$ cat src/ols_pkg.sv
`default_nettype none
package ols_pkg;

  // ****************************************
  // sizes and timing
  // ****************************************
  localparam int unsigned NCH           = 8;
  localparam int unsigned FRAME_BITS    = 16;
  localparam logic [4:0]  FRAME_BITS_C  = 5'h10;
  localparam logic [4:0]  BITS_SAT      = 5'h1F;
  localparam int unsigned CLK_MHZ       = 100;
  localparam int unsigned SCLK_MAX_MHZ  = 8;
  localparam int unsigned DIAG_STEP_US  = 20;
  localparam int unsigned DIAG_STEP_CYC = DIAG_STEP_US * CLK_MHZ;
  localparam int unsigned PWM_STEP_US   = 10;
  localparam int unsigned PWM_STEP_CYC  = PWM_STEP_US * CLK_MHZ;
  localparam int unsigned RETRY_US      = 1000;
  localparam int unsigned LIMP_CH0      = 2;
  localparam int unsigned LIMP_CH1      = 3;

  // ****************************************
  // register addresses
  // ****************************************
  localparam logic [3:0] A_OUT   = 4'h0;
  localparam logic [3:0] A_MAP0  = 4'h1;
  localparam logic [3:0] A_MAP1  = 4'h2;
  localparam logic [3:0] A_PWM0  = 4'h3;
  localparam logic [3:0] A_PWM1  = 4'h4;
  localparam logic [3:0] A_DUTY  = 4'h5;
  localparam logic [3:0] A_CFG   = 4'h6;
  localparam logic [3:0] A_OVLD  = 4'h8;
  localparam logic [3:0] A_HOT   = 4'h9;
  localparam logic [3:0] A_OPEN  = 4'hA;
  localparam logic [3:0] A_SHORT = 4'hB;
  localparam logic [3:0] A_STAT  = 4'hC;

  // ****************************************
  // fields and reset values
  // ****************************************
  localparam int unsigned B_UV_MASK  = 0;
  localparam int unsigned B_DCH_LO   = 1;
  localparam int unsigned B_DIAG_GO  = 7;
  localparam logic [7:0]  MAP0_RST   = 8'h04;
  localparam logic [7:0]  MAP1_RST   = 8'h08;
  localparam logic [7:0]  REG_RST    = 8'h00;
  localparam logic [15:0] RESP_RST   = 16'h0001;

  // ****************************************
  // carriers
  // ****************************************
  typedef struct packed {
    logic       wr;
    logic [3:0] addr;
    logic [1:0] cnt;
    logic [7:0] data;
    logic       par;
  } ols_frame_t;

  typedef struct packed {
    logic       err;
    logic [3:0] addr;
    logic [1:0] cnt;
    logic [7:0] data;
    logic       par;
  } ols_resp_t;

  typedef struct packed {
    logic       sclk;
    logic       cs_n;
    logic       si;
    logic       cmd0;
    logic       cmd1;
    logic       idle_n;
    logic       kill;
    logic       bat_low;
    logic       lsup_ok;
    logic [7:0] ovld;
    logic [7:0] hot;
    logic [7:0] drain_hi;
  } ols_pins_t;

  // idle pin levels, so reset leaves no false edge behind
  localparam ols_pins_t PINS_RST = '{sclk: 1'b0, cs_n: 1'b1, si: 1'b0,
                                     cmd0: 1'b0, cmd1: 1'b0, idle_n: 1'b1,
                                     kill: 1'b0, bat_low: 1'b0, lsup_ok: 1'b0,
                                     ovld: 8'h00, hot: 8'h00, drain_hi: 8'h00};

  typedef enum logic [1:0] {DG_IDLE, DG_PU, DG_PD} ols_diag_t;

endpackage
`default_nettype wire

$ cat src/ols_buf2.sv
`default_nettype none
module ols_buf2
  import ols_pkg::*;
#(
  parameter int unsigned W     = 16,
  parameter int unsigned DEPTH = 2
)(
  // clock and reset
  input  wire logic         clk,
  input  wire logic         reset,
  input  wire logic         ce,
  // fill side
  input  wire logic [W-1:0] in_data,
  input  wire logic         in_valid,
  output logic              in_ready,
  // drain side
  output logic [W-1:0]      out_data,
  output logic              out_valid,
  input  wire logic         out_ready
);
  localparam int unsigned PW = (DEPTH > 1) ? $clog2(DEPTH) : 1;

  if (DEPTH < 2 || (DEPTH & (DEPTH - 1)) != 0) begin : g_chk
    $error("buffer depth must be a power of two, at least 2");
  end

  logic [W-1:0] mem_r [DEPTH];
  logic [PW-1:0] wp_r;
  logic [PW-1:0] rp_r;
  logic [PW:0]   cnt_r;
  logic          push;
  logic          pop;

  assign in_ready  = (cnt_r != (PW+1)'(DEPTH));
  assign out_valid = (cnt_r != '0);
  assign out_data  = mem_r[rp_r];
  assign push      = in_valid & in_ready;
  assign pop       = out_valid & out_ready;

  always_ff @(posedge clk) begin
    if (ce && push) begin
      mem_r[wp_r] <= in_data;
    end
  end

  always_ff @(posedge clk or posedge reset) begin
    if (reset) begin
      wp_r  <= '0;
      rp_r  <= '0;
      cnt_r <= '0;
    end else if (ce) begin
      if (push) wp_r <= wp_r + PW'(1);
      if (pop) rp_r <= rp_r + PW'(1);
      if (push && !pop) cnt_r <= cnt_r + (PW+1)'(1);
      else if (pop && !push) cnt_r <= cnt_r - (PW+1)'(1);
    end
  end
endmodule
`default_nettype wire

$ cat src/ols_top.sv
`default_nettype none
module ols_top
  import ols_pkg::*;
#(
  parameter int unsigned RETRY_CYC = RETRY_US * CLK_MHZ,
  parameter int unsigned BUF_DEPTH = 2
)(
  // clock and reset
  input  wire logic         clk,
  input  wire logic         reset,
  input  wire logic         ce,
  input  wire logic         active_low_reset_pin_n,
  // serial link
  input  wire logic         spi_sclk,
  input  wire logic         spi_cs_n,
  input  wire logic         spi_si,
  output logic              spi_so,
  output logic              spi_so_oe,
  // control pins
  input  wire logic         parallel_cmd_input_zero,
  input  wire logic         parallel_cmd_input_one,
  input  wire logic         idle_pin_n,
  input  wire logic         output_kill_pin,
  input  wire logic         battery_supply_low,
  input  wire logic         logic_supply_ok,
  // power stage sense
  input  wire logic [7:0]   overload_sense,
  input  wire logic [7:0]   overtemp_sense,
  input  wire logic [7:0]   drain_high,
  // power stage drive
  output logic [7:0]        chan_on,
  output logic [7:0]        pull_up_en,
  output logic [7:0]        pull_down_en,
  output logic              limp_active,
  output logic              frame_rejected
);

  if (RETRY_CYC < 1) begin : g_chk_retry
    $error("retry count must be at least one cycle");
  end

  // ****************************************
  // pin synchronisers and internal reset
  // ****************************************
  ols_pins_t pin_m;
  ols_pins_t pin_s;
  ols_pins_t pin_raw;
  logic      sclk_d;
  logic      cs_d;
  logic      active_low_reset_pin_m;
  logic      active_low_reset_pin_s;
  logic      rst_i;

  assign pin_raw = '{sclk: spi_sclk, cs_n: spi_cs_n, si: spi_si,
                     cmd0: parallel_cmd_input_zero, cmd1: parallel_cmd_input_one,
                     idle_n: idle_pin_n, kill: output_kill_pin,
                     bat_low: battery_supply_low, lsup_ok: logic_supply_ok,
                     ovld: overload_sense, hot: overtemp_sense, drain_hi: drain_high};

  always_ff @(posedge clk or posedge reset) begin
    if (reset) begin
      active_low_reset_pin_m <= 1'b0;
      active_low_reset_pin_s <= 1'b0;
    end else if (ce) begin
      active_low_reset_pin_m <= active_low_reset_pin_n;
      active_low_reset_pin_s <= active_low_reset_pin_m;
    end
  end

  assign rst_i = reset | ~active_low_reset_pin_s;

  always_ff @(posedge clk or posedge rst_i) begin
    if (rst_i) begin
      pin_m  <= PINS_RST;
      pin_s  <= PINS_RST;
      sclk_d <= 1'b0;
      cs_d   <= 1'b1;
    end else if (ce) begin
      pin_m  <= pin_raw;
      pin_s  <= pin_m;
      sclk_d <= pin_s.sclk;
      cs_d   <= pin_s.cs_n;
    end
  end

  logic sclk_rise;
  logic sclk_fall;
  logic cs_fall;
  logic cs_rise;
  assign sclk_rise = pin_s.sclk & ~sclk_d;
  assign sclk_fall = ~pin_s.sclk & sclk_d;
  assign cs_fall   = ~pin_s.cs_n & cs_d;
  assign cs_rise   = pin_s.cs_n & ~cs_d;

  // ****************************************
  // shift path
  // ****************************************
  logic [15:0] sh_r;
  logic [4:0]  bits_r;
  ols_resp_t   tx_word_r;

  always_ff @(posedge clk or posedge rst_i) begin
    if (rst_i) begin
      sh_r      <= '0;
      bits_r    <= '0;
      spi_so    <= 1'b0;
      spi_so_oe <= 1'b0;
    end else if (ce) begin
      if (cs_fall) begin
        sh_r      <= tx_word_r;
        bits_r    <= '0;
        spi_so    <= tx_word_r.err;
        spi_so_oe <= 1'b1;
      end else if (!pin_s.cs_n && sclk_rise) begin
        sh_r <= {sh_r[14:0], pin_s.si};
        if (bits_r != BITS_SAT) bits_r <= bits_r + 5'h01;
      end else if (!pin_s.cs_n && sclk_fall) begin
        spi_so <= sh_r[15];
      end
      if (cs_rise) spi_so_oe <= 1'b0;
    end
  end

  // ****************************************
  // frame check and buffer
  // ****************************************
  ols_frame_t rx;
  logic       rx_long;
  logic       rx_ok;
  logic [1:0] exp_cnt_r;
  logic       buf_in_ready;
  logic [15:0] buf_out;
  logic       buf_out_valid;
  logic       buf_out_ready;
  ols_frame_t fr;
  logic       fire;

  assign rx      = ols_frame_t'(sh_r);
  assign rx_long = (bits_r >= FRAME_BITS_C);
  assign rx_ok   = rx_long && (^sh_r) && (rx.cnt == exp_cnt_r);

  ols_buf2 #(
    .W     (FRAME_BITS),
    .DEPTH (BUF_DEPTH)
  ) u_buf (
    .clk       (clk),
    .reset     (rst_i),
    .ce        (ce),
    .in_data   (sh_r),
    .in_valid  (cs_rise && rx_ok),
    .in_ready  (buf_in_ready),
    .out_data  (buf_out),
    .out_valid (buf_out_valid),
    .out_ready (buf_out_ready)
  );

  always_ff @(posedge clk or posedge rst_i) begin
    if (rst_i) begin
      exp_cnt_r      <= '0;
      frame_rejected <= 1'b0;
    end else if (ce && cs_rise) begin
      if (rx_long) exp_cnt_r <= rx.cnt + 2'h1;
      frame_rejected <= !(rx_ok && buf_in_ready);
    end
  end

  // ****************************************
  // registers
  // ****************************************
  logic [7:0] spi_cmd_r;
  logic [7:0] map0_r;
  logic [7:0] map1_r;
  logic [7:0] pwm0_map_r;
  logic [7:0] pwm1_map_r;
  logic [7:0] duty_r;
  logic [7:0] cfg_r;
  logic [7:0] ovld_r;
  logic [7:0] hot_r;
  logic [7:0] open_r;
  logic [7:0] short_r;
  ols_diag_t  dg_r;
  logic       diag_go;
  logic       wr_fire;

  assign fr            = ols_frame_t'(buf_out);
  assign diag_go       = fr.wr && fr.addr == A_CFG && fr.data[B_DIAG_GO];
  assign buf_out_ready = !(diag_go && dg_r != DG_IDLE);
  assign fire          = buf_out_valid && buf_out_ready;
  assign wr_fire       = fire && fr.wr;

  function automatic logic [7:0] rd_val(input logic [3:0] a);
    unique case (a)
      A_OUT:   rd_val = spi_cmd_r;
      A_MAP0:  rd_val = map0_r;
      A_MAP1:  rd_val = map1_r;
      A_PWM0:  rd_val = pwm0_map_r;
      A_PWM1:  rd_val = pwm1_map_r;
      A_DUTY:  rd_val = duty_r;
      A_CFG:   rd_val = cfg_r;
      A_OVLD:  rd_val = ovld_r;
      A_HOT:   rd_val = hot_r;
      A_OPEN:  rd_val = open_r;
      A_SHORT: rd_val = short_r;
      A_STAT:  rd_val = {limp_active, pin_s.lsup_ok, pin_s.bat_low, pin_s.kill,
                         dg_r != DG_IDLE, 3'h0};
      default: rd_val = 8'h00;
    endcase
  endfunction

  function automatic ols_resp_t mk_resp(input logic e, input logic [3:0] a,
                                        input logic [1:0] c, input logic [7:0] d);
    mk_resp = '{err: e, addr: a, cnt: c, data: d, par: ~^{e, a, c, d}};
  endfunction

  always_ff @(posedge clk or posedge rst_i) begin
    if (rst_i) begin
      tx_word_r <= RESP_RST;
    end else if (ce) begin
      if (cs_rise && !(rx_ok && buf_in_ready)) begin
        tx_word_r <= mk_resp(1'b1, rx.addr, rx.cnt, 8'h00);
      end else if (fire) begin
        tx_word_r <= mk_resp(1'b0, fr.addr, fr.cnt, rd_val(fr.addr));
      end
    end
  end

  always_ff @(posedge clk or posedge rst_i) begin
    if (rst_i) begin
      spi_cmd_r  <= REG_RST;
      map0_r     <= MAP0_RST;
      map1_r     <= MAP1_RST;
      pwm0_map_r <= REG_RST;
      pwm1_map_r <= REG_RST;
      duty_r     <= REG_RST;
      cfg_r      <= REG_RST;
    end else if (ce && wr_fire) begin
      unique case (fr.addr)
        A_OUT:   spi_cmd_r  <= fr.data;
        A_MAP0:  map0_r     <= fr.data;
        A_MAP1:  map1_r     <= fr.data;
        A_PWM0:  pwm0_map_r <= fr.data;
        A_PWM1:  pwm1_map_r <= fr.data;
        A_DUTY:  duty_r     <= fr.data;
        A_CFG:   cfg_r      <= {1'b0, fr.data[6:0]};
        default: ;
      endcase
    end
  end

  // ****************************************
  // pwm generators
  // ****************************************
  logic [31:0] pwm_div_r;
  logic [3:0]  phase_r;
  logic        pwm0;
  logic        pwm1;

  always_ff @(posedge clk or posedge rst_i) begin
    if (rst_i) begin
      pwm_div_r <= '0;
      phase_r   <= '0;
    end else if (ce) begin
      if (pwm_div_r == PWM_STEP_CYC - 1) begin
        pwm_div_r <= '0;
        phase_r   <= phase_r + 4'h1;
      end else begin
        pwm_div_r <= pwm_div_r + 32'h1;
      end
    end
  end

  assign pwm0 = phase_r < duty_r[3:0];
  assign pwm1 = phase_r < duty_r[7:4];

  // ****************************************
  // fault latches
  // ****************************************
  logic       limp;
  logic [7:0] clr_ovld;
  logic [7:0] clr_hot;
  logic [7:0] clr_open;
  logic [7:0] clr_short;
  logic [7:0] retry_clr;
  logic [7:0] set_open;
  logic [7:0] set_short;
  logic [31:0] retry_cnt_r [2];
  logic [1:0]  link;

  assign limp      = ~pin_s.idle_n;
  assign clr_ovld  = (wr_fire && fr.addr == A_OVLD) ? fr.data : 8'h00;
  assign clr_hot   = (wr_fire && fr.addr == A_HOT) ? fr.data : 8'h00;
  assign clr_open  = (wr_fire && fr.addr == A_OPEN) ? fr.data : 8'h00;
  assign clr_short = (wr_fire && fr.addr == A_SHORT) ? fr.data : 8'h00;
  assign link      = {pin_s.cmd1, pin_s.cmd0};

  always_comb begin
    retry_clr = 8'h00;
    retry_clr[LIMP_CH0] = limp && ovld_r[LIMP_CH0] && link[0]
                          && retry_cnt_r[0] == RETRY_CYC - 1;
    retry_clr[LIMP_CH1] = limp && ovld_r[LIMP_CH1] && link[1]
                          && retry_cnt_r[1] == RETRY_CYC - 1;
  end

  always_ff @(posedge clk or posedge rst_i) begin
    if (rst_i) begin
      retry_cnt_r[0] <= '0;
      retry_cnt_r[1] <= '0;
    end else if (ce) begin
      for (int k = 0; k < 2; k++) begin
        if (limp && link[k] && ovld_r[k == 0 ? LIMP_CH0 : LIMP_CH1]
            && retry_cnt_r[k] != RETRY_CYC - 1) begin
          retry_cnt_r[k] <= retry_cnt_r[k] + 32'h1;
        end else begin
          retry_cnt_r[k] <= '0;
        end
      end
    end
  end

  always_ff @(posedge clk or posedge rst_i) begin
    if (rst_i) begin
      ovld_r  <= '0;
      hot_r   <= '0;
      open_r  <= '0;
      short_r <= '0;
    end else if (ce) begin
      ovld_r  <= (ovld_r & ~(clr_ovld | retry_clr)) | (pin_s.ovld & chan_on);
      hot_r   <= (hot_r & ~clr_hot) | (pin_s.hot & chan_on);
      open_r  <= (open_r & ~clr_open) | set_open;
      short_r <= (short_r & ~clr_short) | set_short;
    end
  end

  // ****************************************
  // off-state diagnosis
  // ****************************************
  logic [2:0]  dch_r;
  logic [31:0] dtmr_r;
  logic        step_end;
  logic [7:0]  dsel;

  assign step_end  = (dg_r != DG_IDLE) && dtmr_r == DIAG_STEP_CYC - 1;
  assign dsel      = 8'h01 << dch_r;
  assign set_short = (dg_r == DG_PU && step_end && !pin_s.drain_hi[dch_r]) ? dsel : 8'h00;
  assign set_open  = (dg_r == DG_PD && step_end && !pin_s.drain_hi[dch_r]) ? dsel : 8'h00;

  always_ff @(posedge clk or posedge rst_i) begin
    if (rst_i) begin
      dg_r         <= DG_IDLE;
      dch_r        <= '0;
      dtmr_r       <= '0;
      pull_up_en   <= '0;
      pull_down_en <= '0;
    end else if (ce) begin
      dtmr_r <= step_end ? 32'h0 : dtmr_r + 32'h1;
      unique case (dg_r)
        DG_IDLE: begin
          dtmr_r <= '0;
          if (fire && diag_go) begin
            dch_r      <= fr.data[B_DCH_LO +: 3];
            dg_r       <= DG_PU;
            pull_up_en <= 8'h01 << fr.data[B_DCH_LO +: 3];
          end
        end
        DG_PU: begin
          if (chan_on[dch_r]) begin
            dg_r       <= DG_IDLE;
            pull_up_en <= '0;
          end else if (step_end) begin
            dg_r         <= DG_PD;
            pull_up_en   <= '0;
            pull_down_en <= dsel;
          end
        end
        DG_PD: begin
          if (chan_on[dch_r] || step_end) begin
            dg_r         <= DG_IDLE;
            pull_down_en <= '0;
          end
        end
        default: begin
          dg_r         <= DG_IDLE;
          pull_up_en   <= '0;
          pull_down_en <= '0;
        end
      endcase
    end
  end

  // ****************************************
  // output gating
  // ****************************************
  logic [7:0] cmd_norm;
  logic [7:0] cmd_limp;
  logic       uv_off;

  always_comb begin
    cmd_norm = spi_cmd_r | (map0_r & {8{pin_s.cmd0}}) | (map1_r & {8{pin_s.cmd1}})
             | (pwm0_map_r & {8{pwm0}}) | (pwm1_map_r & {8{pwm1}});
    cmd_limp = 8'h00;
    cmd_limp[LIMP_CH0] = pin_s.cmd0;
    cmd_limp[LIMP_CH1] = pin_s.cmd1;
  end

  assign uv_off = pin_s.bat_low && pin_s.lsup_ok && !cfg_r[B_UV_MASK];

  always_ff @(posedge clk or posedge rst_i) begin
    if (rst_i) begin
      chan_on     <= '0;
      limp_active <= 1'b0;
    end else if (ce) begin
      limp_active <= limp;
      if (pin_s.kill || uv_off) begin
        chan_on <= '0;
      end else begin
        chan_on <= (limp ? cmd_limp : (pin_s.lsup_ok ? cmd_norm : 8'h00))
                   & ~ovld_r & ~hot_r & ~pin_s.ovld;
      end
    end
  end
endmodule
`default_nettype wire

$ cat config.mk
export PLATFORM = sky130hd
export DESIGN_NAME = ols_top
export DESIGN_NICKNAME = d
export VERILOG_FILES = /design/src/ols_pkg.sv /design/src/ols_buf2.sv /design/src/ols_top.sv
export SDC_FILE = /design/constraint.sdc
export NUM_CORES = 1
export LEC_CHECK = 0
export BUFFER_PORTS_ARGS = -buffer_cell sky130_fd_sc_hd__buf_2
export CORE_MARGIN = 4
export CORE_UTILIZATION = 40
export DETAILED_ROUTE_END_ITERATION = 6
export GPL_TIMING_DRIVEN = 0
export PLACE_DENSITY = 0.53
export SLEW_MARGIN = 20
export SYNTH_ARGS = -nofsm -noshare
export SYNTH_HDL_FRONTEND = slang
export SYNTH_SLANG_ARGS = --single-unit
$ cat constraint.sdc
create_clock -name clk -period 74 [get_ports clk]
set_clock_uncertainty 0.05 [all_clocks]
set_input_delay 0 -clock clk [delete_from_list [all_inputs] [get_ports clk]]
set_output_delay 0 -clock clk [all_outputs]
set_load 0.01 [all_outputs]
==> results.txt, run 1 <==
status = finished, violations left
failing checks = design-rule violations
max-cap check violation count = 0
internal power = 478.7 µW
CTS tree = yes
Clk pwr share = 31.7%
diode count = 0
Gate power share = 26.9%
I/O Pins = 65
flip-flop and latch area = 0.01004 mm²
crit path kind = register to register
root buf cell = clkbuf_16
Sw Pwr = 238.8 µW
sequential share of power = 41.4%
fraction of registers with async set/reset = 92.41%
total chip power = 717.4 µW
Fill cells = 4,147
insertion delay to the later sink of the worst-skew pair = 0.57 ns
# setup viols final = 0
CTS buffer count = 46
Hold WC Path Type = primary input to async pin
clock sink count = 395
Pins Over Slew Limit = 0
area taken by multi-input logic gates = 0.007941 mm²
sw frac = 33.28%
WL per Instance = 20.98 µm
Hold Buf Count CTS = 37
first-pass GRT wire length = 82,730 µm
worst vdd ir = 25.66 µV
Startpoint Class = register
Worst-path clk slew = 0.06 ns
top cells by area, synth = dfrtp_1 (48%), mux2_2 (5.2%), edfxtp_1 (4.9%)
max frequency = 0.2060 GHz
Core Box Area = 0.04558 mm²
CP Capture Type = register
period utilisation layout = 6.559%
Util after Layout = 47.84%
top_reg_cell synth = dfrtp_1
GRT Residual Overflow = 0
Fin. Hold Viols = 0
Die Ht = 223.0 µm
Post-Syn Instances = 1,710
Antenna Violating Nets Remaining = 0
initial antenna violation count = 0
Synth Cell Area = 0.01850 mm²
largest net degree at the start of global routing = 28
CP Data Required Time = 74.37 ns
First-pass DRT Iterations = 7
vias in the first global route = 13,980
EDFF count, synth = 30
area grow syn2layout = 17.89%
power per cell area = 32.90 mW/mm²
Initial Util = 40.58%
Via Count = 13,720
Synth cell types = 70
post-CTS sizing = 0
drt initial violations = 1,029
htree depth = 2
largest area contributor in the netlist = dfrtp_1
Min Hold Slack = 0.1299 ns
syn_area_per_cell = 10.82 µm²
GP Congestion = 0.9691
CTS Buffer Depth = 3
Seq cells post-synth = 395
Remaining DRCs = 4
crit path DAT = 5.23 ns
Post-Syn Nets = 1,772
Worst-Margin Slew = 1.121 ns
top cell type's share of synthesized area = 48.30%
die width = 223.0 µm
placed instance area = 0.01993 mm²
crit-path max FO = 10
Port Buffers = 63
RSZ-0062 raised after global routing = no
die area = 0.04974 mm²
row count = 78
final worst path period need = 4.854 ns
Post-Layout Inst Area = 0.02180 mm²
YS warnings = 0
register area share after synthesis = 54.31%
Worst slew margin = 25.25%
total track usage = 21.17%
Final nets = 1,937
drt via density = 5.468
total routed wirelength = 52,660 µm
Pleak = 9.378 nW
hpwl dp = 37,720 µm
Sum Neg Setup Slack = 0 ns
Post-CTS Setup Inserts = 0
layout cell share with drive strength beyond 1 = 15.34%
[logic make-up after synthesis]
logic type | share of synthesized area (%)
buffers and inverters | 2.841
AND/OR/NAND/NOR | 15.59
AO/OA/AOI/OAI | 10.95
XOR/XNOR | 7.157
multiplexers | 7.462
adder cells (fa/ha/maj) | 1.691
flip-flops | 54.31
[flip-flops by register name, summed over array words and instances, names as in the netlist, 16 cells and up]
name,cells
pin_m,33
tx_word_r,16
rx,16
pin_s,31
retry_cnt_r,64
pwm_div_r,32
u_buf.mem_r,30
dtmr_r,32
[per-layer routing]
metal  share of wire [%]  global-route usage, %  wire, µm
met3                 6.0                  4.197      3185
met4                 3.0                  6.741      1574
met1                  45                  29.79     23810
met5                   0                      0         0
met2                  46                  33.20     24090
[power groups by stage]
stage / sequential, mW / combinational, mW / clock, mW
3_3_place_gp: 0.299 / 0.184 / 0
6_report: 0.297 / 0.193 / 0.228
5_1_grt: 0.302 / 0.213 / 0.241
2_1_floorplan: 0.286 / 0.135 / 0
3_5_place_dp: 0.300 / 0.191 / 0
4_1_cts: 0.296 / 0.194 / 0.233
[placed cells by master (no fill, tap or decap), types with 29 or more instances in the layout]
cell type      netlist  layout
dlygate4sd3_1        0      37
dfrtp_1            357     357
xor2_1              63      63
inv_1               43      43
edfxtp_1            30      30
clkbuf_1            55      70
xnor2_1             76      76
clkbuf_16            0      47
buf_2               15      78
nand2_1            180     180
mux2i_1             31      30
nor2_1             150     148
mux2_2              86      86
o21ai_0            139     139
nand3_1             72      72
nor4_1              29      29
nand4_1             42      42
[per-stage QoR]
stage / cells / setup WS [ns]
after floorplan: 1710 / 50.53
after global placement: 2373 / 40.74
after detailed placement: 2390 / 69.19
after CTS: 2510 / 69.20
after global routing: 2510 / 68.94
final: 2510 / 69.15
[critical path, cell delays in order (launching register included)]
cell and delay [ns]:
dfrtp_1 0.36, buf_4 0.25, buf_1 0.68, mux2_2 0.45, inv_1 0.12, ha_1 0.16, clkbuf_1 0.48, nand2_1 0.25
nor3_1 0.43, nor3_2 0.16, buf_2 0.23, nand3_1 0.39, clkbuf_1 0.50, o21ai_0 0.16
[synth_stat cells (5+ instances only)]
library cell and count:
a21o_1 5, a21oi_1 22, a221o_1 14, a222oi_1 7, a22o_1 20, a22oi_1 20, a32o_1 17, and2_1 6
and3_1 25, and4_1 8, buf_1 6, buf_2 15, clkbuf_1 55, dfrtp_1 357, dfstp_2 8, edfxtp_1 30
ha_1 25, inv_1 43, mux2_2 86, mux2i_1 31, nand2_1 180, nand2b_1 19, nand3_1 72, nand4_1 42
nor2_1 150, nor2b_1 11, nor3_1 17, nor4_1 29, o21ai_0 139, o22ai_1 9, o31ai_1 8, o41ai_1 8
or2_2 10, or3_1 9, xnor2_1 76, xor2_1 63
[area by class of cell]
cell class,instances,area share (%)
flip-flops and latches,395,46.07
multi-input cells,1190,36.42
clock buffers,72,6.283
repair buffers,117,4.763
well taps,600,3.443
plain buffers,82,1.670
inverters,43,0.7402
clock inverters,11,0.6140
[worst paths after layout]
check / startpoint / endpoint / slack [ns] / cells past startpoint
max in group asynchronous: active_low_reset_pin_s$_DFFE_PP0P_ / pwm1_map_r[5]$_DFFE_PP0P_ / 72.08 / 6
max: u_buf.rp_r$_DFFE_PP0P_ / pwm1_map_r[2]$_DFFE_PP0P_ / 69.15 / 13
min in group clk: overtemp_sense[1] / pin_m[9]$_DFFE_PP0P_ / 0.14 / 3
max reg2reg: u_buf.rp_r$_DFFE_PP0P_ / pwm1_map_r[2]$_DFFE_PP0P_ / 69.15 / 13
min reg2reg: active_low_reset_pin_s$_DFFE_PP0P_ / retry_cnt_r[23]$_DFFE_PP0P_ / 0.42 / 1
min: reset / retry_cnt_r[23]$_DFFE_PP0P_ / 0.13 / 3
Note: power is estimated with default switching activity, not from simulation.
==> inputs of run 2 (changes only) <==
clock period = 4.65 ns   (was 74 ns; I/O delays follow)
==> results.txt, run 2 (synthesis gave the netlist of run 1 again) <==
status = finished, final reports clean
layout cell share with drive strength beyond 1 = 15.11%
root buf cell = clkbuf_16
Largest register FFs = 64
vias in the first global route = 13,850
Pins Over Slew Limit = 0
final worst path period need = 3.824 ns
Regs by FF count = retry_cnt_r: 64 flops, pin_m: 33 flops
max-cap check violation count = 0
GP Congestion = 0.8925
insertion delay to the later sink of the worst-skew pair = 0.57 ns
row count = 78
Die Ht = 223.0 µm
# setup viols final = 0
die width = 223.0 µm
htree depth = 2
Antenna Violating Nets Remaining = 0
Hold WC Path Type = primary input to register
Startpoint Class = register
power per cell area = 510.8 mW/mm²
diode count = 0
Pleak = 9.308 nW
largest net degree at the start of global routing = 29
period utilisation layout = 82.23%
crit path DAT = 4.20 ns
met1 wire length = 23,410 µm
area grow syn2layout = 17.17%
first-pass GRT wire length = 81,650 µm
crit-path max FO = 19
most common cell after layout, fill and taps aside = dfrtp_1
WL per Instance = 20.34 µm
initial antenna violation count = 0
Port Buffers = 63
commonest cells after routing, fill and taps aside = dfrtp_1 (357), nand2_1 (180), nor2_1 (148), o21ai_0 (139), mux2_2 (86)
drt initial violations = 1,159
Fin. Hold Viols = 0
hpwl dp = 37,340 µm
GRT Residual Overflow = 0
CP peak stage delay = 0.49 ns
clock sink count = 395
Initial Util = 40.58%
Top Layer Used = met4
Post-CTS Setup Inserts = 0
CP Capture Type = register
Worst slew margin = 31.15%
RSZ-0062 raised after global routing = no
CTS Buffer Depth = 3
largest register by flop count = retry_cnt_r
most used cell, CP = clkbuf_1
Fill cells = 4,265
Worst-path clk slew = 0.06 ns
Core Box Area = 0.04558 mm²
Final nets = 1,935
worst vdd ir = 298.7 µV
slowest CP cell = clkbuf_1
Util after Layout = 47.55%
drt via density = 5.483
Sum Neg Setup Slack = 0 ns
First-pass DRT Iterations = 7
Via Count = 13,740
max frequency = 0.2615 GHz
Worst-Margin Slew = 1.033 ns
die area = 0.04974 mm²
I/O Pins = 65
CTS buffer count = 44
met3 wire length = 2978 µm
total track usage = 20.65%
Remaining DRCs = 0
met2 routed WL = 22,770 µm
crit path kind = register to register
critical-path cell list = buf_4, mux2_2, inv_1, ha_1, clkbuf_1, nand2_1, nor3_1, nor3_2, buf_2, nand3_1, clkbuf_1, o21ai_0
CP Data Required Time = 5.02 ns
CTS tree = yes
total routed wirelength = 50,960 µm
## run 2: area by class of cell
cell class | count | area [µm²] | area share [%]
Clock buffer | 72 | 1297 | 5.987
Buffer | 81 | 360.3 | 1.663
Inverter | 43 | 161.4 | 0.7448
Tap cell | 600 | 750.7 | 3.464
Timing Repair Buffer | 118 | 1074 | 4.954
Sequential cell | 395 | 10040 | 46.35
Multi-Input combinational cell | 1190 | 7945 | 36.66
Clock inverter | 7 | 37.54 | 0.1732
## run 2: critical path: cells and delay by family, from the launching register on
family | cells | cell delay, ns
muxes | 1 | 0.41
and+or+nand+nor | 4 | 0.94
adders and majority gates | 1 | 0.14
DFF | 1 | 0.37
buffers and inverters | 5 | 1.57
AOI/OAI and AO/OA | 1 | 0.16
## run 2: worst paths after layout
| check | startpoint | end | slack, ns | cells past startpoint |
|---|---|---|---|---|
| max | u_buf.rp_r$_DFFE_PP0P_ | duty_r[4]$_DFFE_PP0P_ | 0.83 | 12 |
| min | overtemp_sense[1] | pin_m[9]$_DFFE_PP0P_ | 0.15 | 3 |
| max reg2reg | u_buf.rp_r$_DFFE_PP0P_ | duty_r[4]$_DFFE_PP0P_ | 0.83 | 12 |
| min reg2reg | active_low_reset_pin_s$_DFFE_PP0P_ | retry_cnt_r[27]$_DFFE_PP0P_ | 0.28 | 1 |
| max in group asynchronous | reset | pwm1_map_r[7]$_DFFE_PP0P_ | 2.57 | 9 |
| min in group asynchronous | active_low_reset_pin_s$_DFFE_PP0P_ | retry_cnt_r[27]$_DFFE_PP0P_ | 0.28 | 1 |
## run 2: report_power, final
part	switching, mW	internal (mW)	total [mW]	leakage (nW)
sequential	0.635	4.11	4.74	5.11
clock	1.40	1.90	3.30	0.652
combinational	1.69	1.34	3.03	3.55
## run 2: what timing repair did
item / CTS / global route
gates resized for setup: 0 / 0
hold endpoints to repair: 99 / 0
hold buffers: 37 / 0
setup endpoints to repair: 0 / 17
## run 2: routing by layer
metal | up-vias | global-route usage [%]
met5 | - | 0
met4 | 0 | 6.980
met3 | 86 | 4.605
met2 | 351 | 31.75
met1 | 6873 | 29.13
li1 | 6430 | -
## run 2: per-stage QoR
stage	setup WS [ns]	instances	hold WS [ns]	area [µm²]	power, mW
global placement	-6.402	2373	-0.1735	19570	7.679
CTS	0.2180	2507	0.1128	21670	11.17
finish	0.8263	2506	0.1482	21670	11.07
detailed placement	0.2338	2391	-0.1597	19960	7.803
global route	0.5402	2506	0.1395	21670	11.71
floorplan	-3.106	1710	-0.3088	18500	6.703
==> inputs of run 3 (changes only) <==
ABC_AREA = 1   (was unset)
PLACE_DENSITY = 0.52   (was 0.53)
clock period = 3.55 ns   (was 4.65 ns; I/O delays follow)
==> results.txt, run 3 <==
Hold WC Path Type = primary input to async pin
Min Hold Slack = 0.06450 ns
Synth Cell Area = 0.02043 mm²
fraction of registers with async set/reset = 92.41%
Regs by FF count = retry_cnt_r: 64 flops, pin_m: 33 flops
die area = 0.05476 mm²
Startpoint Class = register
Seq cells post-synth = 395
worst vdd ir = 361.4 µV
row count = 82
CP Data Required Time = 4.01 ns
largest net degree at the start of global routing = 27
Core Box Area = 0.05038 mm²
Synth cell types = 63
Largest register FFs = 64
RSZ-0062 raised after global routing = no
WL per Instance = 18.27 µm
root buf cell = clkbuf_16
power per cell area = 671.5 mW/mm²
status = finished, final reports clean
hpwl dp = 47,760 µm
Via Count = 18,050
CTS tree = yes
Remaining DRCs = 0
final worst path period need = 3.286 ns
Antenna Violating Nets Remaining = 0
top-count cell post-synth = nand2_1
first-pass GRT wire length = 99,420 µm
area grow syn2layout = 18.02%
Pins Over Slew Limit = 0
crit path DAT = 3.74 ns
largest register by flop count = retry_cnt_r
htree depth = 2
Post-Syn Instances = 2,568
Worst R2R Path Depth = 19
total track usage = 23.25%
Post-Syn Nets = 2,630
CTS buffer count = 46
period utilisation layout = 92.56%
Initial Util = 40.56%
drt initial violations = 1,234
crit path kind = register to register
Worst-path clk slew = 0.06 ns
die width = 234 µm
area taken by multi-input logic gates = 0.008922 mm²
I/O Pins = 65
Pleak = 11.50 nW
GP Congestion = 0.9508
syn_area_per_cell = 7.956 µm²
drt via density = 5.243
Fill cells = 4,926
clock sink count = 395
Util after Layout = 47.86%
insertion delay to the later sink of the worst-skew pair = 0.58 ns
top cell type's share of synthesized area = 43.73%
Worst slew margin = 37.55%
First-pass DRT Iterations = 5
Die Ht = 234 µm
GRT Residual Overflow = 0
flip-flop and latch area = 0.01004 mm²
max frequency = 0.3043 GHz
max-cap check violation count = 0
total routed wirelength = 62,900 µm
Post-Layout Inst Area = 0.02411 mm²
crit-path max FO = 10
vias in the first global route = 17,540
Final nets = 2,795
register area share after synthesis = 49.16%
total chip power = 16.19 mW
EDFF count, synth = 30
CTS Buffer Depth = 3
Fin. Hold Viols = 0
placed instance area = 0.02199 mm²
layout cell share with drive strength beyond 1 = 9.924%
initial antenna violation count = 2
largest area contributor in the netlist = dfrtp_1
# setup viols final = 0
Port Buffers = 63
Worst-Margin Slew = 0.9368 ns
top_reg_cell synth = dfrtp_1
CP Capture Type = register
YS warnings = 0
commonest cells after routing, fill and taps aside = nand2_1 (655), dfrtp_1 (357), inv_1 (292), nor2_1 (225), o21ai_0 (220)
most common cell after layout, fill and taps aside = nand2_1
diode count = 0
top cells by area, synth = dfrtp_1 (44%), nand2_1 (12%), o21ai_0 (5.5%)
synth cell count leaders = nand2_1 (655), dfrtp_1 (357), inv_1 (293)
-- run 3: cell types whose count changed after synthesis, sizes merged, moves of 64 or more --
cell and change:
inv +265, mux2 -87, nand2 +485, nand3 +116
nor2 +89, xnor2 -64, o21ai +113
-- run 3: area by class of cell --
| class | instances | area share (%) |
|---|---|---|
| Clock inverter | 16 | 1.277 |
| Buffer | 75 | 1.365 |
| Sequential cell | 395 | 41.66 |
| Multi-Input combinational cell | 1784 | 37.00 |
| Inverter | 313 | 4.930 |
| Clock buffer | 70 | 5.827 |
| Tap cell | 672 | 3.487 |
| Timing Repair Buffer | 118 | 4.452 |
-- run 3: metrics by stage --
step / instances / worst slack [ns] / TNS (ns)
after detailed placement: 3321 / -0.3532 / -2.271
after global placement: 3303 / -7.474 / -2674.38
after CTS: 3443 / 0.06548 / 0
after floorplan: 2568 / -4.147 / -1489.27
final: 3443 / 0.2642 / 0
after global routing: 3443 / 0.01917 / 0
-- run 3: per-layer routing --
| layer | part of all wire, % | wire (µm) | global-route usage, % | up-vias |
|---|---|---|---|---|
| met2 | 46 | 28980 | 37.61 | 450 |
| met3 | 5.0 | 3123 | 4.021 | 111 |
| met1 | 46 | 28720 | 31.87 | 8693 |
| li1 | - | - | - | 8795 |
| met5 | 0.027 | 17 | 0 | - |
| met4 | 3.3 | 2059 | 7.687 | 2 |
-- run 3: what timing repair did --
item                                    CTS  global route
hold endpoints to repair                119             0
cloned                                    0             0
hold buffers                             37             0
endpoints found under the setup margin   21             1
resized for setup                         7            10
setup buffers                             0             0
-- run 3: power breakdown --
part / total [mW] / internal [mW] / switching [mW]
logic: 4.65 / 1.50 / 3.15
clock network: 5.34 / 3.38 / 1.97
registers: 6.19 / 5.42 / 0.773
-- run 3: worst paths after layout --
check                      slack (ns)                           to                                from
hold reg to reg                  0.34  retry_cnt_r[19]$_DFFE_PP0P_  active_low_reset_pin_s$_DFFE_PP0P_
hold / removal                   0.06  retry_cnt_r[19]$_DFFE_PP0P_                               reset
setup reg to reg                 0.26     tx_word_r[0]$_DFFE_PP1P_              u_buf.rp_r$_DFFE_PP0P_
max in group asynchronous        1.51        map0_r[2]$_DFFE_PP1P_  active_low_reset_pin_s$_DFFE_PP0P_
setup / recovery                 0.26     tx_word_r[0]$_DFFE_PP1P_              u_buf.rp_r$_DFFE_PP0P_
min in group clk                 0.11         pin_m[2]$_DFFE_PP0P_                       drain_high[2]
-- run 3: cell families (layout without fill, tap and decap cells) --
family | after synthesis | after routing | synth area share, %
DFF | 395 | 395 | 49.16
AOI/OAI and AO/OA | 405 | 405 | 11.40
muxes | 1 | 1 | 0.04899
buffers and inverters | 389 | 592 | 7.435
and+or+nand+nor | 1293 | 1293 | 27.85
xor gates and xnor gates | 60 | 60 | 2.572
adders and majority gates | 25 | 25 | 1.531
-- run 3: critical path, cell delays in order (launching register included) --
cell and delay, ns:
dfrtp_1 0.38, buf_6 0.15, buf_2 0.24, o21ai_4 0.24, inv_1 0.08, ha_1 0.25, clkbuf_1 0.32, nand3_1 0.18
nand2_1 0.06, nor2_1 0.19, nand2_1 0.10, nor2_2 0.22, nand2_1 0.13, nand2_1 0.10, nand2_1 0.06, nand3_1 0.09
nand2_1 0.07, nand2_1 0.05, nand3_1 0.10, a21oi_1 0.14
